--- src/hw/csr_pkg.sv ---
// package: constants, register map and carrier types for the clocked serial receiver
// Behaviour
// - receive clock comes from transmitter; software sends dummy bytes to receive
// - reception starts only with receive enable set and transmit start conditions met
// - receive status goes to 1 when dummy byte written to transmit buffer
// - eight-bit words shifted in least significant bit first on shift clock
// - clean word sets receive-finished flag and, if enabled, finished interrupt; the code raises that interrupt only while the cause selects finished
// - receive DMA request when finished flag rises, suppressed after overrun
// - overrun is only error; sets overrun and error sum flags
// - cause finished plus overrun: no finished interrupt, no DMA request
// - cause error plus overrun: error interrupt if enabled, no DMA
// - next word follows only if enabled, transmit ready and no overrun
// - overrun: buffer keeps old byte, later words dropped, status stays 1
// - overrun flag cleared only by clearing receive enable
// - finished flag cleared by buffer read or enable clear; after overrun only enable
// - dummy byte is driven on transmit pin when pin selected as output
// - transmit-empty DMA request when empty flag rises while transmit enabled
// - transmit starts on enable plus buffer write; external clock also needs falling edge
// - transmit buffer writes ignored while transmit enable is 0
// - internal shift clock is clock / divider / (generator value + 1) / 2
package csr_pkg;
  // register byte offsets
  localparam logic [7:0] CSR_MODE_OFS = 8'h00;
  localparam logic [7:0] CSR_TXCTL_OFS = 8'h04;
  localparam logic [7:0] CSR_BAUD_OFS = 8'h08;
  localparam logic [7:0] CSR_IMASK_OFS = 8'h0C;
  localparam logic [7:0] CSR_RXCTL_OFS = 8'h10;
  localparam logic [7:0] CSR_TXBUF_OFS = 8'h14;
  localparam logic [7:0] CSR_RXBUF_OFS = 8'h18;
  // field positions
  localparam int CSR_MODE_CKS = 0;
  localparam int CSR_MODE_PIN = 1;
  localparam int CSR_TX_TEN = 0;
  localparam int CSR_TX_DIV_LO = 2;
  localparam int CSR_TX_EMPTY = 4;
  localparam int CSR_TX_BUSY = 5;
  localparam int CSR_IM_TXE = 0;
  localparam int CSR_IM_RX = 1;
  localparam int CSR_IM_CAUSE = 2;
  localparam int CSR_RX_REN = 0;
  localparam int CSR_RX_STAT = 1;
  localparam int CSR_RX_FIN = 2;
  localparam int CSR_RX_SUM = 3;
  localparam int CSR_RX_OVR = 4;
  // timing
  localparam int CSR_CLK_MHZ = 50;
  localparam logic [3:0] CSR_BITS = 4'h8;
  localparam logic [1:0] CSR_RESP_OK = 2'h0;
  localparam logic [1:0] CSR_RESP_SLVERR = 2'h2;

  typedef enum logic [1:0] {
    CSR_DIV1, CSR_DIV8, CSR_DIV32, CSR_DIV256
  } csr_div_t;

  // software settings handed to the shifter
  typedef struct packed {
    logic ext_clk;
    logic pin_tx;
    csr_div_t div;
    logic [7:0] baud;
  } csr_cfg_t;

  // pins facing the link
  typedef struct packed {
    logic sclk;
    logic sclk_oe_n;
    logic txd;
    logic txd_oe_n;
  } csr_pins_t;

  // divider prescale in peripheral clocks
  function automatic logic [8:0] csr_prescale(csr_div_t d);
    case (d)
      CSR_DIV1: csr_prescale = 9'h001;
      CSR_DIV8: csr_prescale = 9'h008;
      CSR_DIV32: csr_prescale = 9'h020;
      default: csr_prescale = 9'h100;
    endcase
  endfunction
endpackage

--- src/hw/csr_rxbuf.sv ---
// receive buffer: one byte held in a register
`timescale 1ns/100ps
module csr_rxbuf (
  // clock and reset
  input wire logic aclk,
  input wire logic aresetn,
  // load side
  input wire logic load,
  input wire logic [7:0] din,
  // read side
  output logic [7:0] dout
);
  typedef struct packed {
    logic [7:0] data;
  } csr_rb_state_t;
  csr_rb_state_t s_q, s_d;

  always_comb begin
    s_d = s_q;
    if (load) begin
      s_d.data = din;
    end
  end

  always_ff @(posedge aclk) begin
    if (!aresetn) begin
      s_q <= '0;
    end else begin
      s_q <= s_d;
    end
  end

  assign dout = s_q.data;
endmodule

--- src/hw/csr_shifter.sv ---
// shift engine: clock generation, transmit out and receive in, one byte at a time
`timescale 1ns/100ps
module csr_shifter (
  // clock and reset
  input wire logic aclk,
  input wire logic aresetn,
  // control
  input wire csr_pkg::csr_cfg_t cfg,
  input wire logic start,
  input wire logic [7:0] tx_byte,
  // link inputs
  input wire logic sclk_in,
  input wire logic rxd,
  // results
  output logic done,
  output logic [7:0] rx_byte,
  output logic busy,
  output csr_pkg::csr_pins_t pins
);
  typedef enum logic [1:0] {SH_IDLE, SH_WAIT, SH_RUN} sh_st_t;
  typedef struct packed {
    sh_st_t st;
    logic [8:0] pre;
    logic [7:0] baud_rate_generator;
    logic sclk;
    logic sclk_in_d;
    logic [3:0] cnt;
    logic [7:0] tx;
    logic [7:0] rx;
    logic done;
  } sh_state_t;
  sh_state_t s_q, s_d;
  logic tick;
  logic fall;
  logic rise;

  always_comb begin
    s_d = s_q;
    s_d.done = 1'b0;
    s_d.sclk_in_d = sclk_in;
    tick = 1'b0;
    fall = 1'b0;
    rise = 1'b0;
    // internal clock: prescale, then generator value + 1, then halve
    if (s_q.st == SH_RUN && !cfg.ext_clk) begin
      if (s_q.pre + 9'h001 >= csr_pkg::csr_prescale(cfg.div)) begin
        s_d.pre = '0;
        if (s_q.baud_rate_generator == cfg.baud) begin
          s_d.baud_rate_generator = '0;
          tick = 1'b1;
        end else begin
          s_d.baud_rate_generator = s_q.baud_rate_generator + 8'h01;
        end
      end else begin
        s_d.pre = s_q.pre + 9'h001;
      end
      fall = tick && s_q.sclk;
      rise = tick && !s_q.sclk;
      if (tick) begin
        s_d.sclk = !s_q.sclk;
      end
    end else if (cfg.ext_clk) begin
      fall = s_q.sclk_in_d && !sclk_in;
      rise = !s_q.sclk_in_d && sclk_in;
    end
    case (s_q.st)
      SH_IDLE: begin
        s_d.sclk = 1'b1;
        if (start) begin
          s_d.tx = tx_byte;
          s_d.cnt = '0;
          s_d.pre = '0;
          s_d.baud_rate_generator = '0;
          // external clock waits for a falling edge before shifting
          s_d.st = cfg.ext_clk ? SH_WAIT : SH_RUN;
        end
      end
      SH_WAIT: begin
        if (fall) begin
          s_d.st = SH_RUN;
        end
      end
      SH_RUN: begin
        if (fall && s_q.cnt != 4'h0) begin
          s_d.tx = {1'b0, s_q.tx[7:1]};
        end
        if (rise) begin
          s_d.rx = {rxd, s_q.rx[7:1]};
          s_d.cnt = s_q.cnt + 4'h1;
          if (s_q.cnt + 4'h1 == csr_pkg::CSR_BITS) begin
            s_d.done = 1'b1;
            s_d.st = SH_IDLE;
          end
        end
      end
      default: s_d.st = SH_IDLE;
    endcase
  end

  always_ff @(posedge aclk) begin
    if (!aresetn) begin
      s_q <= '{st: SH_IDLE, sclk: 1'b1, sclk_in_d: 1'b1, default: '0};
    end else begin
      s_q <= s_d;
    end
  end

  assign done = s_q.done;
  assign rx_byte = s_q.rx;
  assign busy = (s_q.st != SH_IDLE);
  assign pins.sclk = s_q.sclk;
  assign pins.sclk_oe_n = cfg.ext_clk;
  // dummy bytes really leave on the pin when it is a transmit output
  assign pins.txd = s_q.tx[0];
  assign pins.txd_oe_n = !cfg.pin_tx;
endmodule

--- src/hw/csr_top.sv ---
// top: register slave on AXI4-Lite, transmit buffer, receive flags, interrupts and DMA requests
`timescale 1ns/100ps
module csr_top (
  // clock and reset
  input wire logic aclk,
  input wire logic aresetn,
  // axi write address
  input wire logic awvalid,
  output logic awready,
  input wire logic [7:0] awaddr,
  // axi write data
  input wire logic wvalid,
  output logic wready,
  input wire logic [31:0] wdata,
  input wire logic [3:0] wstrb,
  // axi write response
  output logic bvalid,
  input wire logic bready,
  output logic [1:0] bresp,
  // axi read address
  input wire logic arvalid,
  output logic arready,
  input wire logic [7:0] araddr,
  // axi read data
  output logic rvalid,
  input wire logic rready,
  output logic [31:0] rdata,
  output logic [1:0] rresp,
  // link pins
  input wire logic sclk_in,
  input wire logic rxd,
  output logic sclk_out,
  output logic sclk_oe_n,
  output logic txd_out,
  output logic txd_oe_n,
  // interrupt and dma requests
  output logic irq_tx_empty,
  output logic irq_rx_done,
  output logic irq_rx_err,
  output logic dma_tx_req,
  output logic dma_rx_req
);
  // ==========================================
  // state
  typedef struct packed {
    logic aw_full;
    logic [7:0] aw_addr;
    logic w_full;
    logic [31:0] w_data;
    logic [3:0] w_strb;
    logic bvalid;
    logic [1:0] bresp;
    logic rvalid;
    logic [31:0] rdata;
    logic [1:0] rresp;
    csr_pkg::csr_cfg_t cfg;
    logic transmit_enable_bit;
    logic ren;
    logic im_txe;
    logic im_rx;
    logic cause_err;
    logic [7:0] txbuf;
    logic tx_empty;
    logic rx_stat;
    logic rx_fin;
    logic rx_sum;
    logic rx_ovr;
    logic rx_active;
    logic irq_tx;
    logic irq_rd;
    logic irq_re;
    logic dma_tx;
    logic dma_rx;
  } csr_state_t;
  csr_state_t s_q, s_d;

  logic sh_done;
  logic sh_busy;
  logic [7:0] sh_rx;
  logic [7:0] rb_data;
  csr_pkg::csr_pins_t pins;
  logic start;
  logic rb_load;
  logic wr_go;
  logic rd_go;
  logic wr_txbuf;
  logic rd_rxbuf;
  logic ren_clear;
  logic ten_rise;
  logic [31:0] wr_val;
  logic [31:0] rd_val;
  logic rd_ok;
  logic wr_ok;

  // ==========================================
  // submodules
  csr_shifter u_shift (
    .aclk(aclk),
    .aresetn(aresetn),
    .cfg(s_q.cfg),
    .start(start),
    .tx_byte(s_q.txbuf),
    .sclk_in(sclk_in),
    .rxd(rxd),
    .done(sh_done),
    .rx_byte(sh_rx),
    .busy(sh_busy),
    .pins(pins)
  );

  csr_rxbuf u_rbuf (
    .aclk(aclk),
    .aresetn(aresetn),
    .load(rb_load),
    .din(sh_rx),
    .dout(rb_data)
  );

  // ==========================================
  // next state
  always_comb begin
    s_d = s_q;
    s_d.irq_tx = 1'b0;
    s_d.irq_rd = 1'b0;
    s_d.irq_re = 1'b0;
    s_d.dma_tx = 1'b0;
    s_d.dma_rx = 1'b0;
    wr_txbuf = 1'b0;
    rd_rxbuf = 1'b0;
    ren_clear = 1'b0;
    ten_rise = 1'b0;
    rb_load = 1'b0;
    rd_ok = 1'b1;
    wr_ok = 1'b1;
    rd_val = '0;

    // bus: capture address and data in either order
    if (awvalid && !s_q.aw_full) begin
      s_d.aw_full = 1'b1;
      s_d.aw_addr = awaddr;
    end
    if (wvalid && !s_q.w_full) begin
      s_d.w_full = 1'b1;
      s_d.w_data = wdata;
      s_d.w_strb = wstrb;
    end
    wr_go = s_q.aw_full && s_q.w_full && !s_q.bvalid;
    rd_go = arvalid && !s_q.rvalid;
    wr_val = s_q.w_data;

    // write decode, low byte lane carries all fields
    if (wr_go) begin
      s_d.aw_full = 1'b0;
      s_d.w_full = 1'b0;
      s_d.bvalid = 1'b1;
      if (s_q.w_strb[0]) begin
        case (s_q.aw_addr)
          csr_pkg::CSR_MODE_OFS: begin
            s_d.cfg.ext_clk = wr_val[csr_pkg::CSR_MODE_CKS];
            s_d.cfg.pin_tx = wr_val[csr_pkg::CSR_MODE_PIN];
          end
          csr_pkg::CSR_TXCTL_OFS: begin
            s_d.transmit_enable_bit = wr_val[csr_pkg::CSR_TX_TEN];
            ten_rise = wr_val[csr_pkg::CSR_TX_TEN] && !s_q.transmit_enable_bit;
            s_d.cfg.div = csr_pkg::csr_div_t'(wr_val[csr_pkg::CSR_TX_DIV_LO +: 2]);
          end
          csr_pkg::CSR_BAUD_OFS: s_d.cfg.baud = wr_val[7:0];
          csr_pkg::CSR_IMASK_OFS: begin
            s_d.im_txe = wr_val[csr_pkg::CSR_IM_TXE];
            s_d.im_rx = wr_val[csr_pkg::CSR_IM_RX];
            s_d.cause_err = wr_val[csr_pkg::CSR_IM_CAUSE];
          end
          csr_pkg::CSR_RXCTL_OFS: begin
            s_d.ren = wr_val[csr_pkg::CSR_RX_REN];
            ren_clear = !wr_val[csr_pkg::CSR_RX_REN];
          end
          csr_pkg::CSR_TXBUF_OFS: wr_txbuf = s_q.transmit_enable_bit;
          csr_pkg::CSR_RXBUF_OFS: wr_ok = 1'b1;
          default: wr_ok = 1'b0;
        endcase
      end else if (s_q.aw_addr > csr_pkg::CSR_RXBUF_OFS || s_q.aw_addr[1:0] != 2'h0) begin
        wr_ok = 1'b0;
      end
      s_d.bresp = wr_ok ? csr_pkg::CSR_RESP_OK : csr_pkg::CSR_RESP_SLVERR;
    end
    if (s_q.bvalid && bready) begin
      s_d.bvalid = 1'b0;
    end

    // read decode
    case (araddr)
      csr_pkg::CSR_MODE_OFS: begin
        rd_val[csr_pkg::CSR_MODE_CKS] = s_q.cfg.ext_clk;
        rd_val[csr_pkg::CSR_MODE_PIN] = s_q.cfg.pin_tx;
      end
      csr_pkg::CSR_TXCTL_OFS: begin
        rd_val[csr_pkg::CSR_TX_TEN] = s_q.transmit_enable_bit;
        rd_val[csr_pkg::CSR_TX_DIV_LO +: 2] = s_q.cfg.div;
        rd_val[csr_pkg::CSR_TX_EMPTY] = s_q.tx_empty;
        rd_val[csr_pkg::CSR_TX_BUSY] = sh_busy;
      end
      csr_pkg::CSR_BAUD_OFS: rd_val[7:0] = s_q.cfg.baud;
      csr_pkg::CSR_IMASK_OFS: begin
        rd_val[csr_pkg::CSR_IM_TXE] = s_q.im_txe;
        rd_val[csr_pkg::CSR_IM_RX] = s_q.im_rx;
        rd_val[csr_pkg::CSR_IM_CAUSE] = s_q.cause_err;
      end
      csr_pkg::CSR_RXCTL_OFS: begin
        rd_val[csr_pkg::CSR_RX_REN] = s_q.ren;
        rd_val[csr_pkg::CSR_RX_STAT] = s_q.rx_stat;
        rd_val[csr_pkg::CSR_RX_FIN] = s_q.rx_fin;
        rd_val[csr_pkg::CSR_RX_SUM] = s_q.rx_sum;
        rd_val[csr_pkg::CSR_RX_OVR] = s_q.rx_ovr;
      end
      csr_pkg::CSR_TXBUF_OFS: rd_val[7:0] = s_q.txbuf;
      csr_pkg::CSR_RXBUF_OFS: rd_val[7:0] = rb_data;
      default: rd_ok = 1'b0;
    endcase
    if (rd_go) begin
      s_d.rvalid = 1'b1;
      s_d.rdata = rd_val;
      s_d.rresp = rd_ok ? csr_pkg::CSR_RESP_OK : csr_pkg::CSR_RESP_SLVERR;
      rd_rxbuf = (araddr == csr_pkg::CSR_RXBUF_OFS);
    end
    if (s_q.rvalid && rready) begin
      s_d.rvalid = 1'b0;
    end

    // ==========================================
    // transmit buffer
    if (wr_txbuf) begin
      s_d.txbuf = wr_val[7:0];
      s_d.tx_empty = 1'b0;
      if (s_q.ren) begin
        s_d.rx_stat = 1'b1;
      end
    end
    if (ten_rise) begin
      s_d.irq_tx = s_q.im_txe && s_q.tx_empty;
      s_d.dma_tx = s_q.tx_empty;
    end
    // start needs enable and a full buffer; shifter owns external edge
    start = s_q.transmit_enable_bit && !s_q.tx_empty && !sh_busy;
    if (start) begin
      s_d.tx_empty = 1'b1;
      s_d.irq_tx = s_q.im_txe;
      s_d.dma_tx = 1'b1;
      // receive rides on the transmitter clock
      s_d.rx_active = s_q.ren && !s_q.rx_ovr;
    end
    if (!s_q.transmit_enable_bit) begin
      s_d.tx_empty = 1'b1;
    end

    // only clearing receive enable resets the error state
    // ahead of completion, so a word ending in this cycle still sets its flags
    if (ren_clear) begin
      s_d.rx_fin = 1'b0;
      s_d.rx_ovr = 1'b0;
      s_d.rx_sum = 1'b0;
      s_d.rx_stat = 1'b0;
      s_d.rx_active = 1'b0;
      s_d.dma_rx = 1'b0;
    end

    // ==========================================
    // receive completion
    if (sh_done && s_q.rx_active) begin
      if (s_q.rx_fin && !rd_rxbuf) begin
        // unread buffer: keep old byte, stop loading
        s_d.rx_ovr = 1'b1;
        s_d.rx_sum = 1'b1;
        s_d.irq_re = s_q.im_rx && s_q.cause_err;
        // finished request and dma both stay low here
      end else if (!s_q.rx_ovr) begin
        rb_load = 1'b1;
        s_d.rx_fin = 1'b1;
        s_d.irq_rd = s_q.im_rx && !s_q.cause_err;
        s_d.dma_rx = 1'b1;
      end
      // status falls when no further word follows and no overrun is set
      if (!(sh_busy || start || wr_txbuf || (s_q.transmit_enable_bit && !s_q.tx_empty))) begin
        s_d.rx_stat = s_q.rx_ovr || s_d.rx_ovr;
      end
      s_d.rx_active = 1'b0;
    end else if (rd_rxbuf && !s_q.rx_ovr) begin
      s_d.rx_fin = 1'b0;
    end
  end

  // ==========================================
  // registers
  always_ff @(posedge aclk) begin
    if (!aresetn) begin
      s_q <= '{tx_empty: 1'b1, cfg: '0, default: '0};
    end else begin
      s_q <= s_d;
    end
  end

  // ==========================================
  // outputs; pin levels are registered inside the shifter, pin enables follow the mode register
  assign awready = !s_q.aw_full;
  assign wready = !s_q.w_full;
  assign bvalid = s_q.bvalid;
  assign bresp = s_q.bresp;
  assign arready = !s_q.rvalid;
  assign rvalid = s_q.rvalid;
  assign rdata = s_q.rdata;
  assign rresp = s_q.rresp;
  assign sclk_out = pins.sclk;
  assign sclk_oe_n = pins.sclk_oe_n;
  assign txd_out = pins.txd;
  assign txd_oe_n = pins.txd_oe_n;
  assign irq_tx_empty = s_q.irq_tx;
  assign irq_rx_done = s_q.irq_rd;
  assign irq_rx_err = s_q.irq_re;
  assign dma_tx_req = s_q.dma_tx;
  assign dma_rx_req = s_q.dma_rx;
endmodule

--- config.mk ---
export PLATFORM = sky130hd
export DESIGN_NAME = csr_top
export DESIGN_NICKNAME = d
export VERILOG_FILES = /design/src/hw/csr_pkg.sv /design/src/hw/csr_rxbuf.sv /design/src/hw/csr_shifter.sv /design/src/hw/csr_top.sv
export SDC_FILE = /design/constraint.sdc
export NUM_CORES = 1
export LEC_CHECK = 0
export ABC_CLOCK_PERIOD_IN_PS = 3600
export BUFFER_PORTS_ARGS = -buffer_cell sky130_fd_sc_hd__buf_2
export CORE_MARGIN = 8
export CORE_UTILIZATION = 25
export CTS_CLUSTER_DIAMETER = 30
export DETAILED_ROUTE_END_ITERATION = 16
export GPL_TIMING_DRIVEN = 0
export PLACE_DENSITY_LB_ADDON = 0.08
export SETUP_SLACK_MARGIN = 0.02
export SYNTH_ARGS = -nofsm -noshare
export SYNTH_HDL_FRONTEND = slang
export SYNTH_SLANG_ARGS = --single-unit
--- constraint.sdc ---
create_clock -name aclk -period 3.6 [get_ports aclk]
set_input_delay 0 -clock aclk [delete_from_list [all_inputs] [get_ports aclk]]
set_output_delay 0 -clock aclk [all_outputs]
set_load 0.01 [all_outputs]
==> results.sh, run 1 <==
export IMPL_status="completed"
export IMPL_final_common_cell="dfxtp_1"
export IMPL_yosysUniqueCellTypes=63
export IMPL_diodes=0
export IMPL_synthCells=656
export IMPL_routabilityCongestion=0.785
export IMPL_syn_to_final_growth_pct=27.7
export IMPL_min_period_ns=3.31
export IMPL_drc=0
export IMPL_cp_start_kind="flip-flop"
export IMPL_grt_use_total=0.118
export IMPL_p_total_w=0.00319
export IMPL_crit_arrival_ns=3.60
export IMPL_drt_wl_total_um=16600
export IMPL_synth_edff_count=0
export IMPL_cts_buffers=17
export IMPL_max_freq_mhz=302
export IMPL_worstSetupPathType="flip-flop to flip-flop"
export IMPL_cp_required_ns=3.89
export IMPL_layout_drive_gt1_share=0.191
export IMPL_vias=4879
export IMPL_numPortBuffers=57
export IMPL_worst_path_max_delay_cell="or3_1"
export IMPL_h_tree_depth=4
export IMPL_start_util=0.253
export IMPL_antenna_found_initial=0
export IMPL_fp_row_count=55
export IMPL_path_max_fanout=7
export IMPL_num_io_pins=111
export IMPL_fin_util=0.323
export IMPL_cts_tree="built"
export IMPL_crit_path_max_incr_delay_ns=0.43
export IMPL_worst_pin_slew_ns=0.787
export IMPL_syn_cell_area_um2=5680
export IMPL_ys_flop_type="dfxtp_1"
export IMPL_wl_per_cell_um=15.4
export IMPL_finClkSkew_ns=0.0116
export IMPL_power_density_nw_per_um2=440
export IMPL_hold_viol=0
export IMPL_timing_final_crit_share=0.918
export IMPL_grt_max_degree=17
export IMPL_grt_pass1_wl_um=25800
export IMPL_relSlewSlack=0.473
export IMPL_fin_nets=851
export IMPL_overflow=0
export IMPL_cts_root_buf="clkbuf_16"
export IMPL_min_path_type="primary input to flip-flop"
export IMPL_tns_ns=0
export IMPL_final_cell_mix="dfxtp_1 (117), nor2_1 (104), nand2_1 (64), buf_2 (63), mux2i_1 (62)"
export IMPL_setup_viol_count_final=0
export IMPL_worstPathCellList="ha_1 -> and4_4 -> and4_1 -> xor2_1 -> ha_1 -> o21a_1 -> o311a_1 -> a211oi_2 -> o21a_2 -> or3_1 -> xnor2_1 -> or3_1"
export IMPL_peakVddDrop_v=0.000299
export IMPL_cts_buffer_depth=2
export IMPL_slew_viol_final=0
export IMPL_ys_ff_latch=117
export IMPL_synth_seq_area_share=0.413
export IMPL_worstSetupEndpointType="flip-flop"
export IMPL_die_w_um=167
export IMPL_ys_warn_count=0
export IMPL_crit_family="simple AND/OR/NAND/NOR gates"
export IMPL_fillerInstances=2383
export IMPL_rsz0062_at_grt="no"
export IMPL_clk_pin_slew_ns=0.06
export IMPL_crit_buf_inv=0
export IMPL_core_area_um2=22400
export IMPL_synth_async_reset_ratio=0
export IMPL_clk_latency_ns=0.42
export IMPL_grt_pass1_vias=4722
export IMPL_first_pass_iters=4
export IMPL_hpwl_um=12600
export IMPL_drv_cap=0
export IMPL_ant_nets=0
export IMPL_cts_sinks=117
export IMPL_die_area_um2=27800
export IMPL_syn_area_per_cell_um2=8.65
export IMPL_viasPerCell=4.52
export IMPL_leakagePower_nw=3.11
export IMPL_die_h_um=167
export IMPL_dr_first_iter_drc_count=223
[layout make-up]
type,count,area [µm²],share of cell area
Timing Repair Buffer,82,546,0.0752
Clock buffer,21,470,0.0649
Tap cell,285,357,0.0492
Sequential cell,117,2340,0.323
Inverter,13,48.8,0.00673
Clock inverter,11,103,0.0142
Buffer,70,413,0.0569
Multi-Input combinational cell,481,2970,0.410
[state kept, by name, indices dropped and copies added, names as in the netlist]
| name | flops |
|---|---|
| u_shift.done | 1 |
| dma_rx_req | 1 |
| bvalid | 1 |
| rvalid | 1 |
| rresp | 1 |
| dma_tx_req | 1 |
| u_rbuf.dout | 8 |
| u_shift.pins | 2 |
| u_shift.rx_byte | 8 |
| s_q | 42 |
| irq_rx_done | 1 |
| irq_tx_empty | 1 |
| u_shift.s_q | 31 |
| wr_val | 8 |
| bresp | 1 |
| irq_rx_err | 1 |
| rdata | 8 |
[metrics by stage]
stage	area [µm²]	hold WS, ns	worst slack [ns]	std cells
3_5_place_dp	6410	0.200	0.264	1023
4_1_cts	7230	0.0165	0.219	1079
5_1_grt	7250	0.0560	0.0518	1080
2_1_floorplan	5770	0.100	0.667	681
6_report	7250	0.0350	0.294	1080
3_3_place_gp	6410	0.192	0.223	1023
[power by group]
group / internal [W] / leakage (nW) / switching, W
combinational: 0.0000953 / 1.89 / 0.000115
clock: 0.00100 / 0.275 / 0.000639
sequential: 0.00132 / 0.947 / 0.0000175
total: 0.00242 / 3.11 / 0.000772
[cell usage after synthesis (3+ instances only)]
library cell | number | area (µm²)
or2_2 | 3 | 18.8
and2_1 | 5 | 31.3
buf_4 | 36 | 270
nor2_1 | 104 | 390
a21o_1 | 3 | 22.5
nor3_1 | 11 | 55.1
mux2_2 | 5 | 56.3
nand2b_1 | 7 | 43.8
a21oi_1 | 36 | 180
and3_1 | 9 | 56.3
nand4_1 | 8 | 50.1
and3b_1 | 3 | 26.3
buf_2 | 6 | 30.0
a211o_1 | 3 | 26.3
xnor2_1 | 5 | 43.8
clkbuf_1 | 26 | 97.6
o21ai_0 | 16 | 80.1
xor2_1 | 16 | 140
mux2i_1 | 62 | 621
nand2_1 | 64 | 240
nor4_1 | 5 | 31.3
ha_1 | 8 | 100
a32oi_1 | 3 | 26.3
a22o_1 | 5 | 43.8
nand3_1 | 15 | 75.1
nand3b_1 | 3 | 22.5
dfxtp_1 | 117 | 2340
or3_1 | 9 | 56.3
nor2b_1 | 7 | 43.8
inv_1 | 13 | 48.8
[path summary, 6_finish.rpt]
check | cells after the start | slack [ns] | end | startpoint
worst max register to register | 12 | 0.29 | u_shift.pins[3] | u_shift.s_q[31]
worst max-delay path | 12 | 0.29 | u_shift.pins[3] | u_shift.s_q[31]
worst min-delay path | 3 | 0.04 | rresp[1] | araddr[3]
worst min register to register | 2 | 0.48 | s_q[74] | s_q[74]
[metal layers]
layer,GRT usage,vias to the layer above,part of all wire
met5,0,-,0
met4,0.0513,0,0.016
met2,0.184,115,0.44
li1,-,2460,-
met1,0.155,2286,0.51
met3,0.0270,18,0.036
[logic make-up (layout without fill, tap and decap cells)]
family	count (synthesis)	after routing	synth area share
other	1	26	0.000661
XOR/XNOR	21	21	0.0324
AO/OA/AOI/OAI	91	91	0.107
AND/OR/NAND/NOR	267	267	0.225
flip-flops	117	117	0.413
buffers and inverters	83	197	0.0813
multiplexers	68	68	0.123
adder cells (fa/ha/maj)	8	8	0.0176
[repair_timing]
item	CTS	global route
hold buffers	24	0
gates resized for setup	0	1
hold endpoints to repair	23	0
setup buffers	0	1
setup endpoints to repair	0	10
[worst reg2reg max path: cells and delay by family (launching register included)]
| family | cells | cell delay [ns] |
|---|---|---|
| adder cells (fa/ha/maj) | 2 | 0.63 |
| AO/OA/AOI/OAI | 4 | 0.62 |
| flip-flops | 1 | 0.40 |
| AND/OR/NAND/NOR | 4 | 1.32 |
| XOR/XNOR | 2 | 0.23 |
Note: power is estimated with default switching activity, not from simulation.
==> inputs of run 2 (changes only) <==
--- a/config.mk
+++ b/config.mk
@@ -5,7 +5,8 @@
 export SDC_FILE = /design/constraint.sdc
 export NUM_CORES = 1
 export LEC_CHECK = 0
-export ABC_CLOCK_PERIOD_IN_PS = 3600
+export ABC_AREA = 0
+export ABC_CLOCK_PERIOD_IN_PS = 3700
 export BUFFER_PORTS_ARGS = -buffer_cell sky130_fd_sc_hd__buf_2
 export CORE_MARGIN = 8
 export CORE_UTILIZATION = 25
==> constraint.sdc (replaced) <==
create_clock -name aclk -period 3.7 [get_ports aclk]
set_input_delay 0 -clock aclk [delete_from_list [all_inputs] [get_ports aclk]]
set_output_delay 0 -clock aclk [all_outputs]
set_load 0.01 [all_outputs]
==> results.sh, run 2 (synthesis gave the netlist of run 1 again) <==
export IMPL_ant_nets=0
export IMPL_dr_first_iter_drc_count=205
export IMPL_drv_cap=0
export IMPL_cts_sinks=117
export IMPL_worst_pin_slew_ns=0.801
export IMPL_path_max_fanout=9
export IMPL_die_h_um=167
export IMPL_first_pass_iters=4
export IMPL_drt_wl_total_um=16500
export IMPL_drc=0
export IMPL_diodes=0
export IMPL_timing_final_crit_share=0.914
export IMPL_cts_setup_buffers=0
export IMPL_worstSetupPathType="flip-flop to flip-flop"
export IMPL_wl_per_cell_um=15.3
export IMPL_fin_nets=850
export IMPL_layout_drive_gt1_share=0.189
export IMPL_tns_ns=0
export IMPL_leakagePower_nw=3.10
export IMPL_cp_required_ns=3.98
export IMPL_final_common_cell="dfxtp_1"
export IMPL_num_io_pins=111
export IMPL_vias=4815
export IMPL_rsz0062_at_grt="no"
export IMPL_h_tree_depth=4
export IMPL_postLayoutSetupSlackWorst_ns=0.320
export IMPL_multi_input_area_um2=2970
export IMPL_detailedPlace_worstSlack_ns=0.364
export IMPL_antenna_found_initial=0
export IMPL_layoutNonFillerInstCount=1079
export IMPL_status="completed"
export IMPL_relSlewSlack=0.464
export IMPL_hold_path_depth=3
export IMPL_min_period_ns=3.38
export IMPL_r2r_end="u_shift.s_q[13]"
export IMPL_die_area_um2=27800
export IMPL_min_path_type="primary input to flip-flop"
export IMPL_rr_worst_depth=12
export IMPL_crit_start="u_shift.s_q[31]"
export IMPL_crit_arrival_ns=3.66
export IMPL_peakVddDrop_v=0.000291
export IMPL_r2r_start="u_shift.s_q[31]"
export IMPL_start_util=0.253
export IMPL_slew_viol_final=0
export IMPL_routabilityCongestion=0.785
export IMPL_hold_start="araddr[3]"
export IMPL_hold_buffers=24
export IMPL_dp_cells=1023
export IMPL_cts_tree="built"
export IMPL_hold_viol=0
export IMPL_hpwl_um=12600
export IMPL_worstSetupEndpointType="flip-flop"
export IMPL_grt_pass1_wl_um=25800
export IMPL_clk_pin_slew_ns=0.06
export IMPL_die_w_um=167
export IMPL_cts_buffer_depth=2
export IMPL_largest_reg_flops=42
export IMPL_clk_latency_ns=0.41
export IMPL_viasPerCell=4.46
export IMPL_max_freq_mhz=296
export IMPL_cts_resized=0
export IMPL_top_regs="s_q x42, u_shift.s_q x31"
export IMPL_grt_pass1_vias=4722
export IMPL_cts_root_buf="clkbuf_16"
export IMPL_core_area_um2=22400
export IMPL_fillerInstances=2382
export IMPL_fp_row_count=55
export IMPL_overflow=0
export IMPL_cp_start_kind="flip-flop"
export IMPL_grt_use_total=0.118
export IMPL_cts_buffers=17
export IMPL_grt_max_degree=17
export IMPL_setup_viol_count_final=0
export IMPL_final_cell_mix="dfxtp_1 (117), nor2_1 (104), nand2_1 (64), buf_2 (63), mux2i_1 (62)"
export IMPL_seq_area_um2=2340
export IMPL_power_density_nw_per_um2=428
export IMPL_ff2ff_setup_slack_ns=0.32
export IMPL_min_to="rresp[1]"
export IMPL_largest_register="s_q"
export IMPL_syn_to_final_growth_pct=27.3
export IMPL_numPortBuffers=57
export IMPL_finClkSkew_ns=0.0101
-- run 2: how the worst max path moves through the flow --
stage	endpoint	depth (start not counted)
6_report	u_shift.s_q[13]	12
5_1_grt	u_shift.s_q[15]	12
4_1_cts	u_shift.s_q[24]	12
3_5_place_dp	u_shift.s_q[24]	12
3_3_place_gp	u_shift.pins[1]	12
2_1_floorplan	u_shift.pins[3]	12
-- run 2: per-layer routing --
metal | part of all wire | vias up | GRT usage
li1 | - | 2455 | -
met1 | 0.50 | 2251 | 0.155
met2 | 0.44 | 91 | 0.184
met3 | 0.042 | 18 | 0.0270
met4 | 0.017 | 0 | 0.0513
met5 | 0 | - | 0
-- run 2: per-stage QoR --
stage / hold slack, ns / total power (W) / cell area [µm²] / utilization
5_1_grt: 0.0560 / 0.00322 / 7230 / 0.322
4_1_cts: 0.0165 / 0.00315 / 7230 / 0.322
2_1_floorplan: 0.100 / 0.00144 / 5770 / -
3_3_place_gp: 0.192 / 0.00151 / 6410 / 0.286
3_5_place_dp: 0.200 / 0.00151 / 6410 / 0.286
6_report: 0.0370 / 0.00310 / 7230 / 0.322
-- run 2: area by class of cell --
| type | count | area share |
|---|---|---|
| Inverter | 13 | 0.00675 |
| Clock buffer | 21 | 0.0651 |
| Sequential cell | 117 | 0.324 |
| Tap cell | 285 | 0.0494 |
| Timing Repair Buffer | 81 | 0.0727 |
| Multi-Input combinational cell | 481 | 0.411 |
| Clock inverter | 11 | 0.0142 |
| Buffer | 70 | 0.0571 |
-- run 2: critical path: stages, from the launching register on --
cell,delay [ns]
dfxtp_1,0.40
ha_1,0.31
and4_4,0.30
and4_1,0.29
xor2_1,0.18
ha_1,0.27
o21a_1,0.14
o311a_1,0.12
a211oi_2,0.28
o21ai_2,0.20
a31oi_4,0.45
mux2i_1,0.24
nor2_1,0.05
-- run 2: power breakdown --
group	internal [W]	switching, W
clock network	0.000976	0.000617
logic	0.0000926	0.000111
registers	0.00128	0.0000169
